**src/include/clse_pkg.sv**
```systemverilog
// Constants, field layouts and carrier types of the correlation, loop and
// sign-extension execution block.
// Assumes a 32-bit APB with byte addresses; every register is one aligned word.
package clse_pkg;

  // Sizes
  localparam int DATA_W      = 16;
  localparam int ACC_STR_W   = 48;
  localparam int NUM_IRQ     = 4;
  localparam int NUM_APTR    = 4;
  localparam int APTR_FLD_W  = 4;

  // Register byte offsets
  localparam logic [7:0] OFS_INSTR      = 8'h00;
  localparam logic [7:0] OFS_STATUS     = 8'h04;
  localparam logic [7:0] OFS_CTRL       = 8'h08;
  localparam logic [7:0] OFS_PC         = 8'h0c;
  localparam logic [7:0] OFS_LOOP_COUNT = 8'h10;
  localparam logic [7:0] OFS_BUF_STEP   = 8'h14;
  localparam logic [7:0] OFS_COEF_PTR   = 8'h18;
  localparam logic [7:0] OFS_MULT_OPND  = 8'h1c;
  localparam logic [7:0] OFS_ACC_PTR    = 8'h20;
  localparam logic [7:0] OFS_LOOP_START = 8'h24;
  localparam logic [7:0] OFS_ACC_BASE   = 8'h40;
  localparam logic [7:0] OFS_AUX_BASE   = 8'h80;

  // Status word fields
  localparam int ST_SIGN    = 0;
  localparam int ST_CARRY   = 1;
  localparam int ST_ZERO    = 2;
  localparam int ST_BUSY    = 8;
  localparam int ST_LOOP    = 9;
  localparam int ST_REP     = 10;
  localparam int ST_PEND_LO = 12;
  // Control word fields
  localparam int CTRL_CIRC  = 0;

  // Reset values
  localparam logic [15:0] RST_WORD = 16'h0000;
  localparam logic [15:0] RST_PC   = 16'h0000;

  // Timing and steps
  localparam int          TAP_CYCLES     = 3;
  localparam logic [15:0] LOOP_STEP_ONE  = 16'h0001;
  localparam logic [15:0] LOOP_STEP_TWO  = 16'h0002;
  localparam logic [16:0] MIN_TAPS       = 17'h00002;

  typedef enum logic [3:0] {
    OP_NOP, OP_REPEAT, OP_RAM_CORR, OP_ROM_CORR,
    OP_LOOP_OPEN, OP_LOOP_CLOSE, OP_WORD_SEXT, OP_STR_SEXT
  } clse_op_t;

  // Instruction word written to the instruction register
  typedef struct packed {
    clse_op_t    op;
    logic [1:0]  an;
    logic [2:0]  rx;
    logic        post_inc;
    logic        step_two;
    logic        pre_mod;
    logic [3:0]  spare;
    logic [15:0] imm;
  } clse_instr_t;

  // Memory read request; data returns on the next cycle
  typedef struct packed {
    logic        sample_rd;
    logic [15:0] sample_addr;
    logic        coef_rd;
    logic        coef_prog;
    logic [15:0] coef_addr;
  } clse_mem_req_t;

endpackage

```
**src/clse_exec.sv**
```systemverilog
// Execution unit for correlation taps, loop close and sign extension,
// driven by instruction words written over APB.
// Assumes sample and coefficient memories answer one cycle after a request.
//
// What this block does
// - repeated tap multiplies 16x16, accumulates 48 bits
// - each correlation tap takes three cycles
// - interrupts stay pending during correlation
// - circular flag adds step, else optional increment
// - result spans three consecutive accumulators
// - later coefficients come from coefficient pointer (ROM) or odd auxiliary register (RAM)
// - repeat N-2 gives N taps, first coefficient preloaded
// - repeat zero gives two-tap RAM correlation
// - nonnegative count: decrement by step, branch back
// - negative count: advance by one, leave loop
// - loop exit releases held interrupts by priority
// - loop close costs one cycle
// - loop close step defaults to one
// - word extension fills accumulator with sign flag
// - pointer modifier pre-increments accumulator pointer
// - string extension writes next accumulator with sign
// - string extension ignores repeat count, runs once
// - string extension keeps carry and zero flags
module clse_exec #(
  parameter int NUM_ACC = 16,
  parameter int NUM_AUX = 8
) (
  input  wire logic                    CLK_IN,
  input  wire logic                    RESET_IN,
  input  wire logic                    PSEL_IN,
  input  wire logic                    PENABLE_IN,
  input  wire logic                    PWRITE_IN,
  input  wire logic [7:0]              PADDR_IN,
  input  wire logic [31:0]             PWDATA_IN,
  output logic      [31:0]             PRDATA_OUT,
  output logic                         PREADY_OUT,
  output logic                         PSLVERR_OUT,
  output clse_pkg::clse_mem_req_t      MEM_REQ_OUT,
  input  wire logic [15:0]             MEM_SAMPLE_IN,
  input  wire logic [15:0]             MEM_COEF_IN,
  input  wire logic [3:0]              IRQ_IN,
  output logic                         IRQ_TAKE_OUT,
  output logic      [1:0]              IRQ_ID_OUT,
  output logic                         BUSY_OUT
);

  localparam int ACC_IDX_W = $clog2(NUM_ACC);
  localparam int AUX_IDX_W = $clog2(NUM_AUX);

  if (NUM_ACC < 4 || NUM_ACC > 16 || NUM_ACC != (1 << ACC_IDX_W)) begin : g_bad_acc
    $error("NUM_ACC must be a power of two from 4 to 16");
  end
  if (NUM_AUX < 2 || NUM_AUX > 8 || NUM_AUX != (1 << AUX_IDX_W)) begin : g_bad_aux
    $error("NUM_AUX must be 2, 4 or 8");
  end

  typedef enum {S_IDLE, S_FETCH, S_MUL, S_ACC} clse_state_t;

  function automatic logic fixed_hit(input logic [7:0] a);
    return a[1:0] == 2'b00 && a <= clse_pkg::OFS_LOOP_START;
  endfunction
  function automatic logic acc_hit(input logic [7:0] a);
    return a[7:6] == 2'b01 && a[1:0] == 2'b00 && int'(a[5:2]) < NUM_ACC;
  endfunction
  function automatic logic aux_hit(input logic [7:0] a);
    return a[7:5] == 3'b100 && a[1:0] == 2'b00 && int'(a[4:2]) < NUM_AUX;
  endfunction

  // Architectural state
  logic [15:0]            acc     [NUM_ACC];
  logic [15:0]            aux     [NUM_AUX];
  logic [ACC_IDX_W-1:0]   acc_ptr [clse_pkg::NUM_APTR];
  logic [15:0]            pc;
  logic [15:0]            loop_count_reg;
  logic [15:0]            buffer_step_reg;
  logic [15:0]            coef_pointer_reg;
  logic [15:0]            multiplier_operand_reg;
  logic [15:0]            loop_start;
  logic                   sign_flag;
  logic                   carry_flag;
  logic                   zero_flag;
  logic                   circ_flag;
  logic                   loop_hold;
  logic                   rep_armed;
  logic [15:0]            rep_count;
  logic [31:0]            last_instr;
  logic [clse_pkg::NUM_IRQ-1:0] pending;

  // Correlation engine
  clse_state_t            state;
  logic [16:0]            tap;
  logic [16:0]            last_tap;
  logic [ACC_IDX_W-1:0]   corr_base;
  logic [AUX_IDX_W-1:0]   corr_rx_even;
  logic                   corr_ram;
  logic                   corr_post_inc;
  logic signed [31:0]     product;
  logic [47:0]            acc_sum;
  clse_pkg::clse_mem_req_t mem_req;

  // Bus decode
  wire apb_setup    = PSEL_IN && !PENABLE_IN;
  wire apb_access   = PSEL_IN && PENABLE_IN;
  wire addr_ok      = fixed_hit(PADDR_IN) || acc_hit(PADDR_IN) || aux_hit(PADDR_IN);
  wire busy         = state != S_IDLE;
  wire instr_wr_hit = apb_access && PWRITE_IN && PADDR_IN == clse_pkg::OFS_INSTR;
  // Stall a new instruction until the taps finish
  assign PREADY_OUT  = !(instr_wr_hit && busy);
  assign PSLVERR_OUT = apb_access && !addr_ok;
  wire wr_en  = apb_access && PREADY_OUT && PWRITE_IN && addr_ok;
  wire wr_fix = wr_en && fixed_hit(PADDR_IN);
  wire [ACC_IDX_W-1:0] wr_acc_idx = PADDR_IN[ACC_IDX_W+1:2];
  wire [AUX_IDX_W-1:0] wr_aux_idx = PADDR_IN[AUX_IDX_W+1:2];

  // Instruction decode
  clse_pkg::clse_instr_t ins;
  assign ins = clse_pkg::clse_instr_t'(PWDATA_IN);
  wire issue     = wr_fix && PADDR_IN == clse_pkg::OFS_INSTR;
  wire is_corr   = ins.op == clse_pkg::OP_RAM_CORR || ins.op == clse_pkg::OP_ROM_CORR;
  wire do_corr   = issue && is_corr;
  wire do_wsext  = issue && ins.op == clse_pkg::OP_WORD_SEXT;
  wire do_ssext  = issue && ins.op == clse_pkg::OP_STR_SEXT;
  wire do_lopen  = issue && ins.op == clse_pkg::OP_LOOP_OPEN;
  wire do_lclose = issue && ins.op == clse_pkg::OP_LOOP_CLOSE;
  wire do_rep    = issue && ins.op == clse_pkg::OP_REPEAT;
  wire [ACC_IDX_W-1:0] ap_sel   = acc_ptr[ins.an];
  wire [ACC_IDX_W-1:0] ap_next  = ap_sel + ACC_IDX_W'(1);
  wire [ACC_IDX_W-1:0] sext_idx = (do_ssext || ins.pre_mod) ? ap_next : ap_sel;
  wire [AUX_IDX_W-1:0] ins_even = ins.rx[AUX_IDX_W-1:0] & ~AUX_IDX_W'(1);
  // Repeat N-2 yields N taps; no repeat still yields two
  wire [16:0] n_taps = rep_armed ? {1'b0, rep_count} + clse_pkg::MIN_TAPS
                                 : clse_pkg::MIN_TAPS;
  wire [15:0] loop_step = ins.step_two ? clse_pkg::LOOP_STEP_TWO
                                       : clse_pkg::LOOP_STEP_ONE;
  wire loop_go = !loop_count_reg[15];

  // Engine datapath
  wire [AUX_IDX_W-1:0] corr_rx_odd = corr_rx_even | AUX_IDX_W'(1);
  wire        eng_step = state == S_ACC;
  wire        eng_last = eng_step && tap == last_tap;
  wire        eng_adv  = eng_step && !eng_last;
  wire [15:0] rx_cur   = aux[corr_rx_even];
  wire [15:0] rx_inc   = circ_flag ? buffer_step_reg
                                   : (corr_post_inc ? 16'h0001 : 16'h0000);
  wire [15:0] rx_new   = rx_cur + rx_inc;
  wire [15:0] cptr_cur = corr_ram ? aux[corr_rx_odd] : coef_pointer_reg;
  // Pointer moves only once it has been used, so tap 1 reads the start address
  wire [15:0] cptr_new = cptr_cur + ((tap != 17'h00000) ? 16'h0001 : 16'h0000);
  wire [15:0] coef_op  = (tap == 17'h00000) ? multiplier_operand_reg : MEM_COEF_IN;
  logic [47:0] acc_sum_q;
  assign acc_sum = ((tap == 17'h00000) ? 48'h000000000000 : acc_sum_q)
                   + {{16{product[31]}}, product};

  always_ff @(posedge CLK_IN or posedge RESET_IN) begin
    if (RESET_IN) begin
      state         <= S_IDLE;
      tap           <= 17'h00000;
      last_tap      <= 17'h00000;
      corr_base     <= '0;
      corr_rx_even  <= '0;
      corr_ram      <= 1'b0;
      corr_post_inc <= 1'b0;
      product       <= 32'sh00000000;
      acc_sum_q     <= 48'h000000000000;
      mem_req       <= '0;
    end else begin
      case (state)
        S_IDLE: begin
          if (do_corr) begin
            state         <= S_FETCH;
            tap           <= 17'h00000;
            last_tap      <= n_taps - 17'h00001;
            corr_base     <= ap_sel;
            corr_rx_even  <= ins_even;
            corr_ram      <= ins.op == clse_pkg::OP_RAM_CORR;
            corr_post_inc <= ins.post_inc;
            mem_req       <= '{sample_rd: 1'b1, sample_addr: aux[ins_even],
                              coef_rd: 1'b0, coef_prog: 1'b0, coef_addr: 16'h0000};
          end
        end
        S_FETCH: begin
          state   <= S_MUL;
          mem_req <= '0;
        end
        S_MUL: begin
          state   <= S_ACC;
          product <= $signed(MEM_SAMPLE_IN) * $signed(coef_op);
        end
        S_ACC: begin
          acc_sum_q <= acc_sum;
          if (eng_last) begin
            state <= S_IDLE;
          end else begin
            state   <= S_FETCH;
            tap     <= tap + 17'h00001;
            mem_req <= '{sample_rd: 1'b1, sample_addr: rx_new, coef_rd: 1'b1,
                         coef_prog: !corr_ram, coef_addr: cptr_new};
          end
        end
        default: state <= S_IDLE;
      endcase
    end
  end

  assign MEM_REQ_OUT = mem_req;
  assign BUSY_OUT    = busy;

  // Auxiliary registers: engine pointer moves take priority over bus writes
  for (genvar i = 0; i < NUM_AUX; i++) begin : g_aux
    wire even_mv = eng_adv && corr_rx_even == AUX_IDX_W'(i);
    wire odd_mv  = eng_adv && corr_ram && corr_rx_odd == AUX_IDX_W'(i);
    always_ff @(posedge CLK_IN or posedge RESET_IN) begin
      if (RESET_IN) begin
        aux[i] <= clse_pkg::RST_WORD;
      end else if (even_mv) begin
        aux[i] <= rx_new;
      end else if (odd_mv) begin
        aux[i] <= cptr_new;
      end else if (wr_en && aux_hit(PADDR_IN) && wr_aux_idx == AUX_IDX_W'(i)) begin
        aux[i] <= PWDATA_IN[15:0];
      end
    end
  end

  // Accumulators
  for (genvar i = 0; i < NUM_ACC; i++) begin : g_acc
    wire [ACC_IDX_W-1:0] off = ACC_IDX_W'(i) - corr_base;
    wire corr_wr = eng_last && off < ACC_IDX_W'(3);
    wire sext_wr = (do_wsext || do_ssext) && sext_idx == ACC_IDX_W'(i);
    always_ff @(posedge CLK_IN or posedge RESET_IN) begin
      if (RESET_IN) begin
        acc[i] <= clse_pkg::RST_WORD;
      end else if (corr_wr) begin
        acc[i] <= acc_sum[off[1:0]*16 +: 16];
      end else if (sext_wr) begin
        acc[i] <= {16{sign_flag}};
      end else if (wr_en && acc_hit(PADDR_IN) && wr_acc_idx == ACC_IDX_W'(i)) begin
        acc[i] <= PWDATA_IN[15:0];
      end
    end
  end

  // Accumulator pointers
  for (genvar i = 0; i < clse_pkg::NUM_APTR; i++) begin : g_aptr
    always_ff @(posedge CLK_IN or posedge RESET_IN) begin
      if (RESET_IN) begin
        acc_ptr[i] <= '0;
      end else if (do_wsext && ins.pre_mod && ins.an == 2'(i)) begin
        acc_ptr[i] <= ap_next;
      end else if (wr_fix && PADDR_IN == clse_pkg::OFS_ACC_PTR) begin
        acc_ptr[i] <= PWDATA_IN[i*clse_pkg::APTR_FLD_W +: ACC_IDX_W];
      end
    end
  end

  // Sequencer: program counter, repeat, loop and plain registers
  always_ff @(posedge CLK_IN or posedge RESET_IN) begin
    if (RESET_IN) begin
      pc                     <= clse_pkg::RST_PC;
      loop_count_reg         <= clse_pkg::RST_WORD;
      buffer_step_reg        <= clse_pkg::RST_WORD;
      coef_pointer_reg       <= clse_pkg::RST_WORD;
      multiplier_operand_reg <= clse_pkg::RST_WORD;
      loop_start             <= clse_pkg::RST_WORD;
      sign_flag              <= 1'b0;
      carry_flag             <= 1'b0;
      zero_flag              <= 1'b0;
      circ_flag              <= 1'b0;
      loop_hold              <= 1'b0;
      rep_armed              <= 1'b0;
      rep_count              <= clse_pkg::RST_WORD;
      last_instr             <= 32'h00000000;
    end else begin
      if (eng_adv && !corr_ram) begin
        coef_pointer_reg <= cptr_new;
      end else if (wr_fix && PADDR_IN == clse_pkg::OFS_COEF_PTR) begin
        coef_pointer_reg <= PWDATA_IN[15:0];
      end
      if (wr_fix && PADDR_IN == clse_pkg::OFS_BUF_STEP) begin
        buffer_step_reg <= PWDATA_IN[15:0];
      end
      if (wr_fix && PADDR_IN == clse_pkg::OFS_MULT_OPND) begin
        multiplier_operand_reg <= PWDATA_IN[15:0];
      end
      if (wr_fix && PADDR_IN == clse_pkg::OFS_CTRL) begin
        circ_flag <= PWDATA_IN[clse_pkg::CTRL_CIRC];
      end
      // Flags change only by software; no instruction here touches them
      if (wr_fix && PADDR_IN == clse_pkg::OFS_STATUS) begin
        sign_flag  <= PWDATA_IN[clse_pkg::ST_SIGN];
        carry_flag <= PWDATA_IN[clse_pkg::ST_CARRY];
        zero_flag  <= PWDATA_IN[clse_pkg::ST_ZERO];
      end
      if (issue) begin
        last_instr <= PWDATA_IN;
        // Repeat applies to the next instruction only
        rep_armed  <= do_rep;
        rep_count  <= ins.imm;
      end
      if (eng_last) begin
        pc <= pc + 16'h0001;
      end else if (do_lclose && loop_go) begin
        pc <= loop_start;
      end else if (issue && !do_corr) begin
        pc <= pc + 16'h0001;
      end else if (wr_fix && PADDR_IN == clse_pkg::OFS_PC) begin
        pc <= PWDATA_IN[15:0];
      end
      if (do_lclose && loop_go) begin
        loop_count_reg <= loop_count_reg - loop_step;
      end else if (wr_fix && PADDR_IN == clse_pkg::OFS_LOOP_COUNT) begin
        loop_count_reg <= PWDATA_IN[15:0];
      end
      if (do_lopen) begin
        loop_start <= pc + 16'h0001;
        loop_hold  <= 1'b1;
      end else if (do_lclose && !loop_go) begin
        loop_hold  <= 1'b0;
      end else if (wr_fix && PADDR_IN == clse_pkg::OFS_LOOP_START) begin
        loop_start <= PWDATA_IN[15:0];
      end
    end
  end

  // Interrupt queue: lowest index has highest priority
  wire irq_hold = busy || loop_hold || rep_armed;
  logic [clse_pkg::NUM_IRQ-1:0] grant;
  logic [1:0]                   grant_id;
  always_comb begin
    grant    = '0;
    grant_id = 2'h0;
    for (int i = clse_pkg::NUM_IRQ - 1; i >= 0; i--) begin
      if (pending[i]) begin
        grant    = clse_pkg::NUM_IRQ'(1) << i;
        grant_id = 2'(i);
      end
    end
    if (irq_hold) begin
      grant = '0;
    end
  end

  always_ff @(posedge CLK_IN or posedge RESET_IN) begin
    if (RESET_IN) begin
      pending      <= '0;
      IRQ_TAKE_OUT <= 1'b0;
      IRQ_ID_OUT   <= 2'h0;
    end else begin
      // A new request in the taking cycle stays pending
      pending      <= (pending & ~grant) | IRQ_IN;
      IRQ_TAKE_OUT <= |grant;
      IRQ_ID_OUT   <= grant_id;
    end
  end

  // Read mux, sampled in the setup phase so read data comes from flip-flops
  logic [31:0] rd_mux;
  always_comb begin
    rd_mux = 32'h00000000;
    if (acc_hit(PADDR_IN)) begin
      rd_mux[15:0] = acc[PADDR_IN[ACC_IDX_W+1:2]];
    end else if (aux_hit(PADDR_IN)) begin
      rd_mux[15:0] = aux[PADDR_IN[AUX_IDX_W+1:2]];
    end else begin
      case (PADDR_IN)
        clse_pkg::OFS_INSTR:      rd_mux = last_instr;
        clse_pkg::OFS_STATUS: begin
          rd_mux[clse_pkg::ST_SIGN]  = sign_flag;
          rd_mux[clse_pkg::ST_CARRY] = carry_flag;
          rd_mux[clse_pkg::ST_ZERO]  = zero_flag;
          rd_mux[clse_pkg::ST_BUSY]  = busy;
          rd_mux[clse_pkg::ST_LOOP]  = loop_hold;
          rd_mux[clse_pkg::ST_REP]   = rep_armed;
          rd_mux[clse_pkg::ST_PEND_LO +: clse_pkg::NUM_IRQ] = pending;
        end
        clse_pkg::OFS_CTRL:       rd_mux[clse_pkg::CTRL_CIRC] = circ_flag;
        clse_pkg::OFS_PC:         rd_mux[15:0] = pc;
        clse_pkg::OFS_LOOP_COUNT: rd_mux[15:0] = loop_count_reg;
        clse_pkg::OFS_BUF_STEP:   rd_mux[15:0] = buffer_step_reg;
        clse_pkg::OFS_COEF_PTR:   rd_mux[15:0] = coef_pointer_reg;
        clse_pkg::OFS_MULT_OPND:  rd_mux[15:0] = multiplier_operand_reg;
        clse_pkg::OFS_LOOP_START: rd_mux[15:0] = loop_start;
        clse_pkg::OFS_ACC_PTR: begin
          for (int i = 0; i < clse_pkg::NUM_APTR; i++) begin
            rd_mux[i*clse_pkg::APTR_FLD_W +: ACC_IDX_W] = acc_ptr[i];
          end
        end
        default:                  rd_mux = 32'h00000000;
      endcase
    end
  end

  always_ff @(posedge CLK_IN or posedge RESET_IN) begin
    if (RESET_IN) begin
      PRDATA_OUT <= 32'h00000000;
    end else if (apb_setup) begin
      PRDATA_OUT <= PWRITE_IN ? 32'h00000000 : rd_mux;
    end
  end

endmodule

```
**config.mk**
```make
export PLATFORM = sky130hd
export DESIGN_NAME = clse_exec
export DESIGN_NICKNAME = d
export VERILOG_FILES = /design/src/include/clse_pkg.sv /design/src/clse_exec.sv
export SDC_FILE = /design/constraint.sdc
export NUM_CORES = 2
export LEC_CHECK = 0
export BUFFER_PORTS_ARGS = -buffer_cell sky130_fd_sc_hd__buf_2
export CAP_MARGIN = 20
export CORE_MARGIN = 2
export CORE_UTILIZATION = 42
export DETAILED_ROUTE_END_ITERATION = 8
export HOLD_SLACK_MARGIN = 0.15
export SYNTH_ARGS = -nofsm -noshare
export SYNTH_HDL_FRONTEND = slang
export SYNTH_SLANG_ARGS = --single-unit
```
**constraint.sdc**
```tcl
create_clock -name CLK_IN -period 27.1 [get_ports CLK_IN]
set_input_delay 4.065 -clock CLK_IN [delete_from_list [all_inputs] [get_ports CLK_IN]]
set_output_delay 4.065 -clock CLK_IN [all_outputs]
set_load 0.03 [all_outputs]
```
### After elaboration in Yosys (flattened, before gate mapping)

Index checks and enable logic that the tools add are counted.

* divide/modulo/power cells: 0
* reductions and logical operators: 175
* $add $sub $neg: 25
* equality and inequality tests: 69
* bitwise operators: 9
* order comparisons: 23
* shift-type cells: 16
* $mul: 1
* muxes and demuxes: 143

Operators by type and width (count)
* $mux 16: 94
* $shiftx 48x7->16: 16
* $bmux 16 s3: 4
* $pmux 32 s4: 1
* $logic_and 1x1->1: 108
* $pmux 35 s3: 1
* $mux 35: 2
* $reduce_bool 3->1: 22
* $bmux 16 s4: 1
* $eq 32x2->1 const B: 2
* $eq 4x4->1 const B: 16
* $lt 4x2->1 const B: 16
* $mux 32: 2
* $mux 4: 16
* $mux 17: 3
* $add 48x48->48: 1
* $eq 4x3->1 const B: 12
* $mux 48: 1
* $pmux 5 s8: 1
* $pmux 4 s9: 1
* $pmux 17 s2: 1
* $eq 32x1->1 const B: 1
* $eq 32x3->1 const B: 1
* $eq 8x5->1 const B: 4
* other kinds (57): 134

* output and inout port bits: 73
* latch bits: 0
* bits in read-only memories: 0
* flip-flop bits (word level): 778
* logic and storage cells: 521
* bits in writable memories: 0
* input bits: 81
* memories: 0

### Longest topological paths before layout

* depth after elaboration: 17
* depth in mapped cells: 30

### Least setup slack after synthesis

OpenSTA, ideal clock, no wires.

* kind: input -> register
* from: input port MEM_COEF_IN[1]
* to: register product[29]
* stages on the path: 22
* required time: 26.975 ns
* data arrival time: 9.880 ns
* path slack: 17.095 ns
* library setup time: 0.125 ns
* path through: mux2_2 > clkbuf_1 > nand2_1 > inv_1 > fa_1 > fa_1 > fa_1 > fa_1 > fa_1 > inv_1 > fa_1 > inv_1 > ha_1 > a21oi_1 > o21bai_1 > a21o_1 > a311oi_1 > o211ai_1 > a31oi_1 > o21ai_0 > xor2_1 > mux2_2

* word-level cells in the longest chain between the ends: 2

Ends and longest elaborated chain
* start, declared: RTL line clse_exec.sv:40 `input wire logic [15:0] MEM_COEF_IN,`
* $mux 16: RTL line clse_exec.sv:149 `wire [15:0] coef_op = (tap == 17'h00000) ? multiplier_operand_reg : MEM_COEF_IN;`
* $mul 16x16->32: RTL line clse_exec.sv:187 `product <= $signed(MEM_SAMPLE_IN) * $signed(coef_op);`
* end signal, assigned: RTL line clse_exec.sv:187
* end, declared: RTL line clse_exec.sv:97 `logic signed [31:0] product;`

Every way passes these cells.
A chain may end at the register's enable or synchronous reset.

### Final worst setup path

* from: input port PADDR_IN[2]
* to: output port PREADY_OUT

* word-level cells in the longest chain between the ends: 4

Ends and longest elaborated chain
* start, declared: RTL line clse_exec.sv:33 `input wire logic [7:0] PADDR_IN,`
* $logic_not 8->1: RTL line clse_exec.sv:106 `wire instr_wr_hit = apb_access && PWRITE_IN && PADDR_IN == clse_pkg::OFS_INSTR;`
* $logic_and 1x1->1: RTL line clse_exec.sv:106
* $logic_and 1x1->1: RTL line clse_exec.sv:108 `assign PREADY_OUT = !(instr_wr_hit && busy);`
* $logic_not 1->1: RTL line clse_exec.sv:108
* end, declared: RTL line clse_exec.sv:36 `output logic PREADY_OUT,`

Every way passes these cells.

==> impl_results.md <==
- Core area: 136,000 um2
- Main area contributors after synthesis: dfrtp_1 (32%), fa_1 (9.2%), mux4_2 (6.4%)
- Worst Path Buf+Inv: 4
- Mapped Avg Cell Area: 9.26 um2
- Cell taking the most area after synthesis: dfrtp_1
- Vias per cell: 6.49
- CTS resizes: 0
- Max-cap viol count: 0
- Startpoint Class: primary input
- Initial DRT Pass Iterations: 7
- Max incr delay on CP: 0.72 ns
- Initial antenna violation count: 14
- Biggest regs: acc: 256 flops, aux: 128 flops, acc_sum_q: 48 flops
- Critical Path, Cell by Cell: buf_6 > buf_4 > or2_2 > nor3_4 > buf_4 > nand3_1 > buf_2
- Final hold viol count: 0
- Avg WL per Cell: 28.8 um
- DRT iter0 DRCs: 6,915
- Post-synthesis compound-gate area fraction: 0.169
- Count leader, synth: nand2_1
- Post-synthesis sequential area ratio: 0.319
- RSZ-0062 raised after global routing: false
- Multiplexer share of the synthesized area: 0.136
- Slowest CP cell: buf_4
- Yosys warning count: 0
- Setup TNS: 0 ns
- CTS tree: built
- Crit path from: PADDR_IN[2]
- Clock root buffer: clkbuf_16
- Overall Global Routing Usage: 0.327
- Seq cells post-synth: 732
- Slew of the pin with the lowest slew margin: 1.33 ns
- Count of flip-flops with a built-in enable after synthesis: 0
- Largest net degree at the start of global routing: 167
- Worst Reg2Reg Path Length in Cells: 26
- # clock sinks: 732
- Number of I/O pins: 154
- Number of flip-flops in the largest register: 256
- Worst setup path class: in2out
- Final min period: 10.53 ns
- Placed wire-length estimate: 159 mm
- DRT antenna net count: 0
- RR Startpoint: tap[0]
- Slew Limit Fails: 0
- CP Capture Type: output port
- Post-synth ARST share: 1.00
- CTS Buffer Depth: 3
- Max transition margin: 0.107
- Hold WC Path Type: reg2reg
- CTS clk-pin slew, worst paths: 0.05 ns
- Share of the synthesized area in the top cell type: 0.319
- Area growth from synthesis to layout: 10.3%
- CP delay by family, top: buffers and inverters
- Clk_skew: 0.0390 ns
- Final worst path period share: 0.389
- # Post-CTS Setup Buffers: 0
- Final core utilization: 0.467
- Die area: 140,000 um2
- Row cnt: 135
- Setup Viol. Count Final: 0
- Post-Synth Simple-Gate Area: 0.167
- Max Clk Rate: 95.0 MHz
- DRC: 0
- Filler cells: 12,910
- Placed instance count: 7,857
- Data required, critical path: 23.03 ns
- Crit path DAT: 6.46 ns
- Unique cell type count in the Yosys netlist: 125
- Hold Crit Depth: 2
- Number of global-route vias before repair: 49,671
- CTS Hold Buffers Added: 0
- First-pass GRT wire length: 341 mm
- Synth top cells by count: nand2_1 (853), dfrtp_1 (732), o21ai_0 (390)
- Layout Nets: 6,691
- Crit path max fanout: 44
- Initial Utilization: 0.424
- Port-buffer cells: 153
- Synthesized Nets: 6,720
- Final std cells w/o fill: 8,036
- H-tree lvl count: 3
- Worst Hold Launch: last_instr[16]
- Post-Route WL: 232 mm
- CP most frequent cell: buf_4
- XOR/XNOR share of the synthesized area: 0.0256
- Outcome: finished, final reports clean
- Layout cell share with drive strength beyond 1: 0.149
- Grt total ovfl: 0
- Vias post-DR: 52,166
- Final Wtd Congestion: 1.02
- Syn Inst Count: 6,206
- Die Wd: 374 um
- Num CTS Buffers: 90
- WP depth: 7
- Post-synthesis adder-cell area fraction: 0.129
- Largest reg by FF count: acc
- Netlist Area Pre-Place: 57,400 um2
- Height of the die: 374 um
- Clk_lat worst skew: 0.73 ns
- Largest family of logic cells by synthesized area: compound AO/OA/AOI/OAI gates
- Top FF cell, synth: dfrtp_1
-- cell families (layout without fill, tap and decap cells) --
logic type / after synthesis / after routing
AND/OR/NAND/NOR: 2045 / 2045
AO/OA/AOI/OAI: 1486 / 1486
buffers and inverters: 790 / 834
flip-flops: 732 / 732
multiplexers: 554 / 554
adder cells (fa/ha/maj): 433 / 433
XOR/XNOR: 166 / 166
other: 0 / 5
-- final timing paths --
path / to / slack (ns)
min: last_instr[16] / 0.47
min reg2reg: last_instr[16] / 0.47
max in group asynchronous: acc[122] / 21.16
min in group asynchronous: tap[5] / 3.49
max reg2reg: product[29] / 18.76
max: PREADY_OUT / 16.57
-- routing by layer --
layer  track usage  up-vias  wire (um)
li1              -    22028          -
met1         0.430    25780      88500
met2         0.472     3485      96800
met3         0.106      863      29700
met4         0.187       10      16500
met5             0        -         69
-- cell usage in the layout, fill, tap and decap left out, types with 42 or more instances in the layout --
| cell type | instances |
|---|---|
| ha_1 | 166 |
| nand2_1 | 851 |
| fa_1 | 265 |
| a21oi_1 | 381 |
| nor2_1 | 374 |
| xnor2_1 | 97 |
| a211oi_1 | 61 |
| mux2i_1 | 217 |
| a21o_1 | 53 |
| a22oi_1 | 67 |
| dfrtp_1 | 729 |
| buf_2 | 151 |
| inv_1 | 357 |
| buf_4 | 145 |
| nor3_1 | 69 |
| clkbuf_16 | 90 |
| o211ai_1 | 42 |
| o221ai_1 | 56 |
| a31oi_1 | 52 |
| and3_1 | 49 |
| nand3_1 | 209 |
| nor2b_1 | 92 |
| mux2_2 | 173 |
| xor2_1 | 67 |
| mux4_2 | 163 |
| o21ai_0 | 390 |
| and2_1 | 141 |
-- worst register-to-register path, stage by stage, from the launching register on --
cell and delay (ns):
dfrtp_1 0.44, inv_1 0.12, ha_1 0.16, nor4b_1 0.40
nand4_1 0.20, buf_4 0.36, mux2_2 0.59, nand2_1 0.18
inv_1 0.09, fa_1 0.75, fa_1 0.50, fa_1 0.49
fa_1 0.51, fa_1 0.49, inv_1 0.05, fa_1 0.47
inv_1 0.04, ha_1 0.33, a21oi_1 0.21, o21bai_1 0.09
a21o_1 0.18, a311oi_1 0.34, o211ai_1 0.21, a31oi_1 0.32
o21ai_0 0.23, xor2_1 0.19, mux2_2 0.27
-- final cells by class --
class / count / area [um2] / area share
inverter: 363 / 1370 / 0.0216
sequential: 732 / 18300 / 0.289
clock inverter: 31 / 470 / 0.00743
timing repair buffer: 306 / 1990 / 0.0315
clock buffer: 134 / 2660 / 0.0420
tap: 1781 / 2230 / 0.0352
antenna: 5 / 12.5 / 0.000198
multi-input combinational: 4684 / 36300 / 0.573
-- stage by stage --
step           hold WS (ns)  setup WS [ns]  cell area [um2]
2_1_floorplan         0.435           2.50            57400
3_3_place_gp          0.450          16.60            60100
3_5_place_dp          0.457          16.53            60100
4_1_cts               0.470          16.60            63200
5_1_grt               0.488          16.45            63300
6_report              0.466          16.57            63300
Power is not shown: default switching activity piles up to over one toggle a cycle in this logic, so the estimate is an artifact.
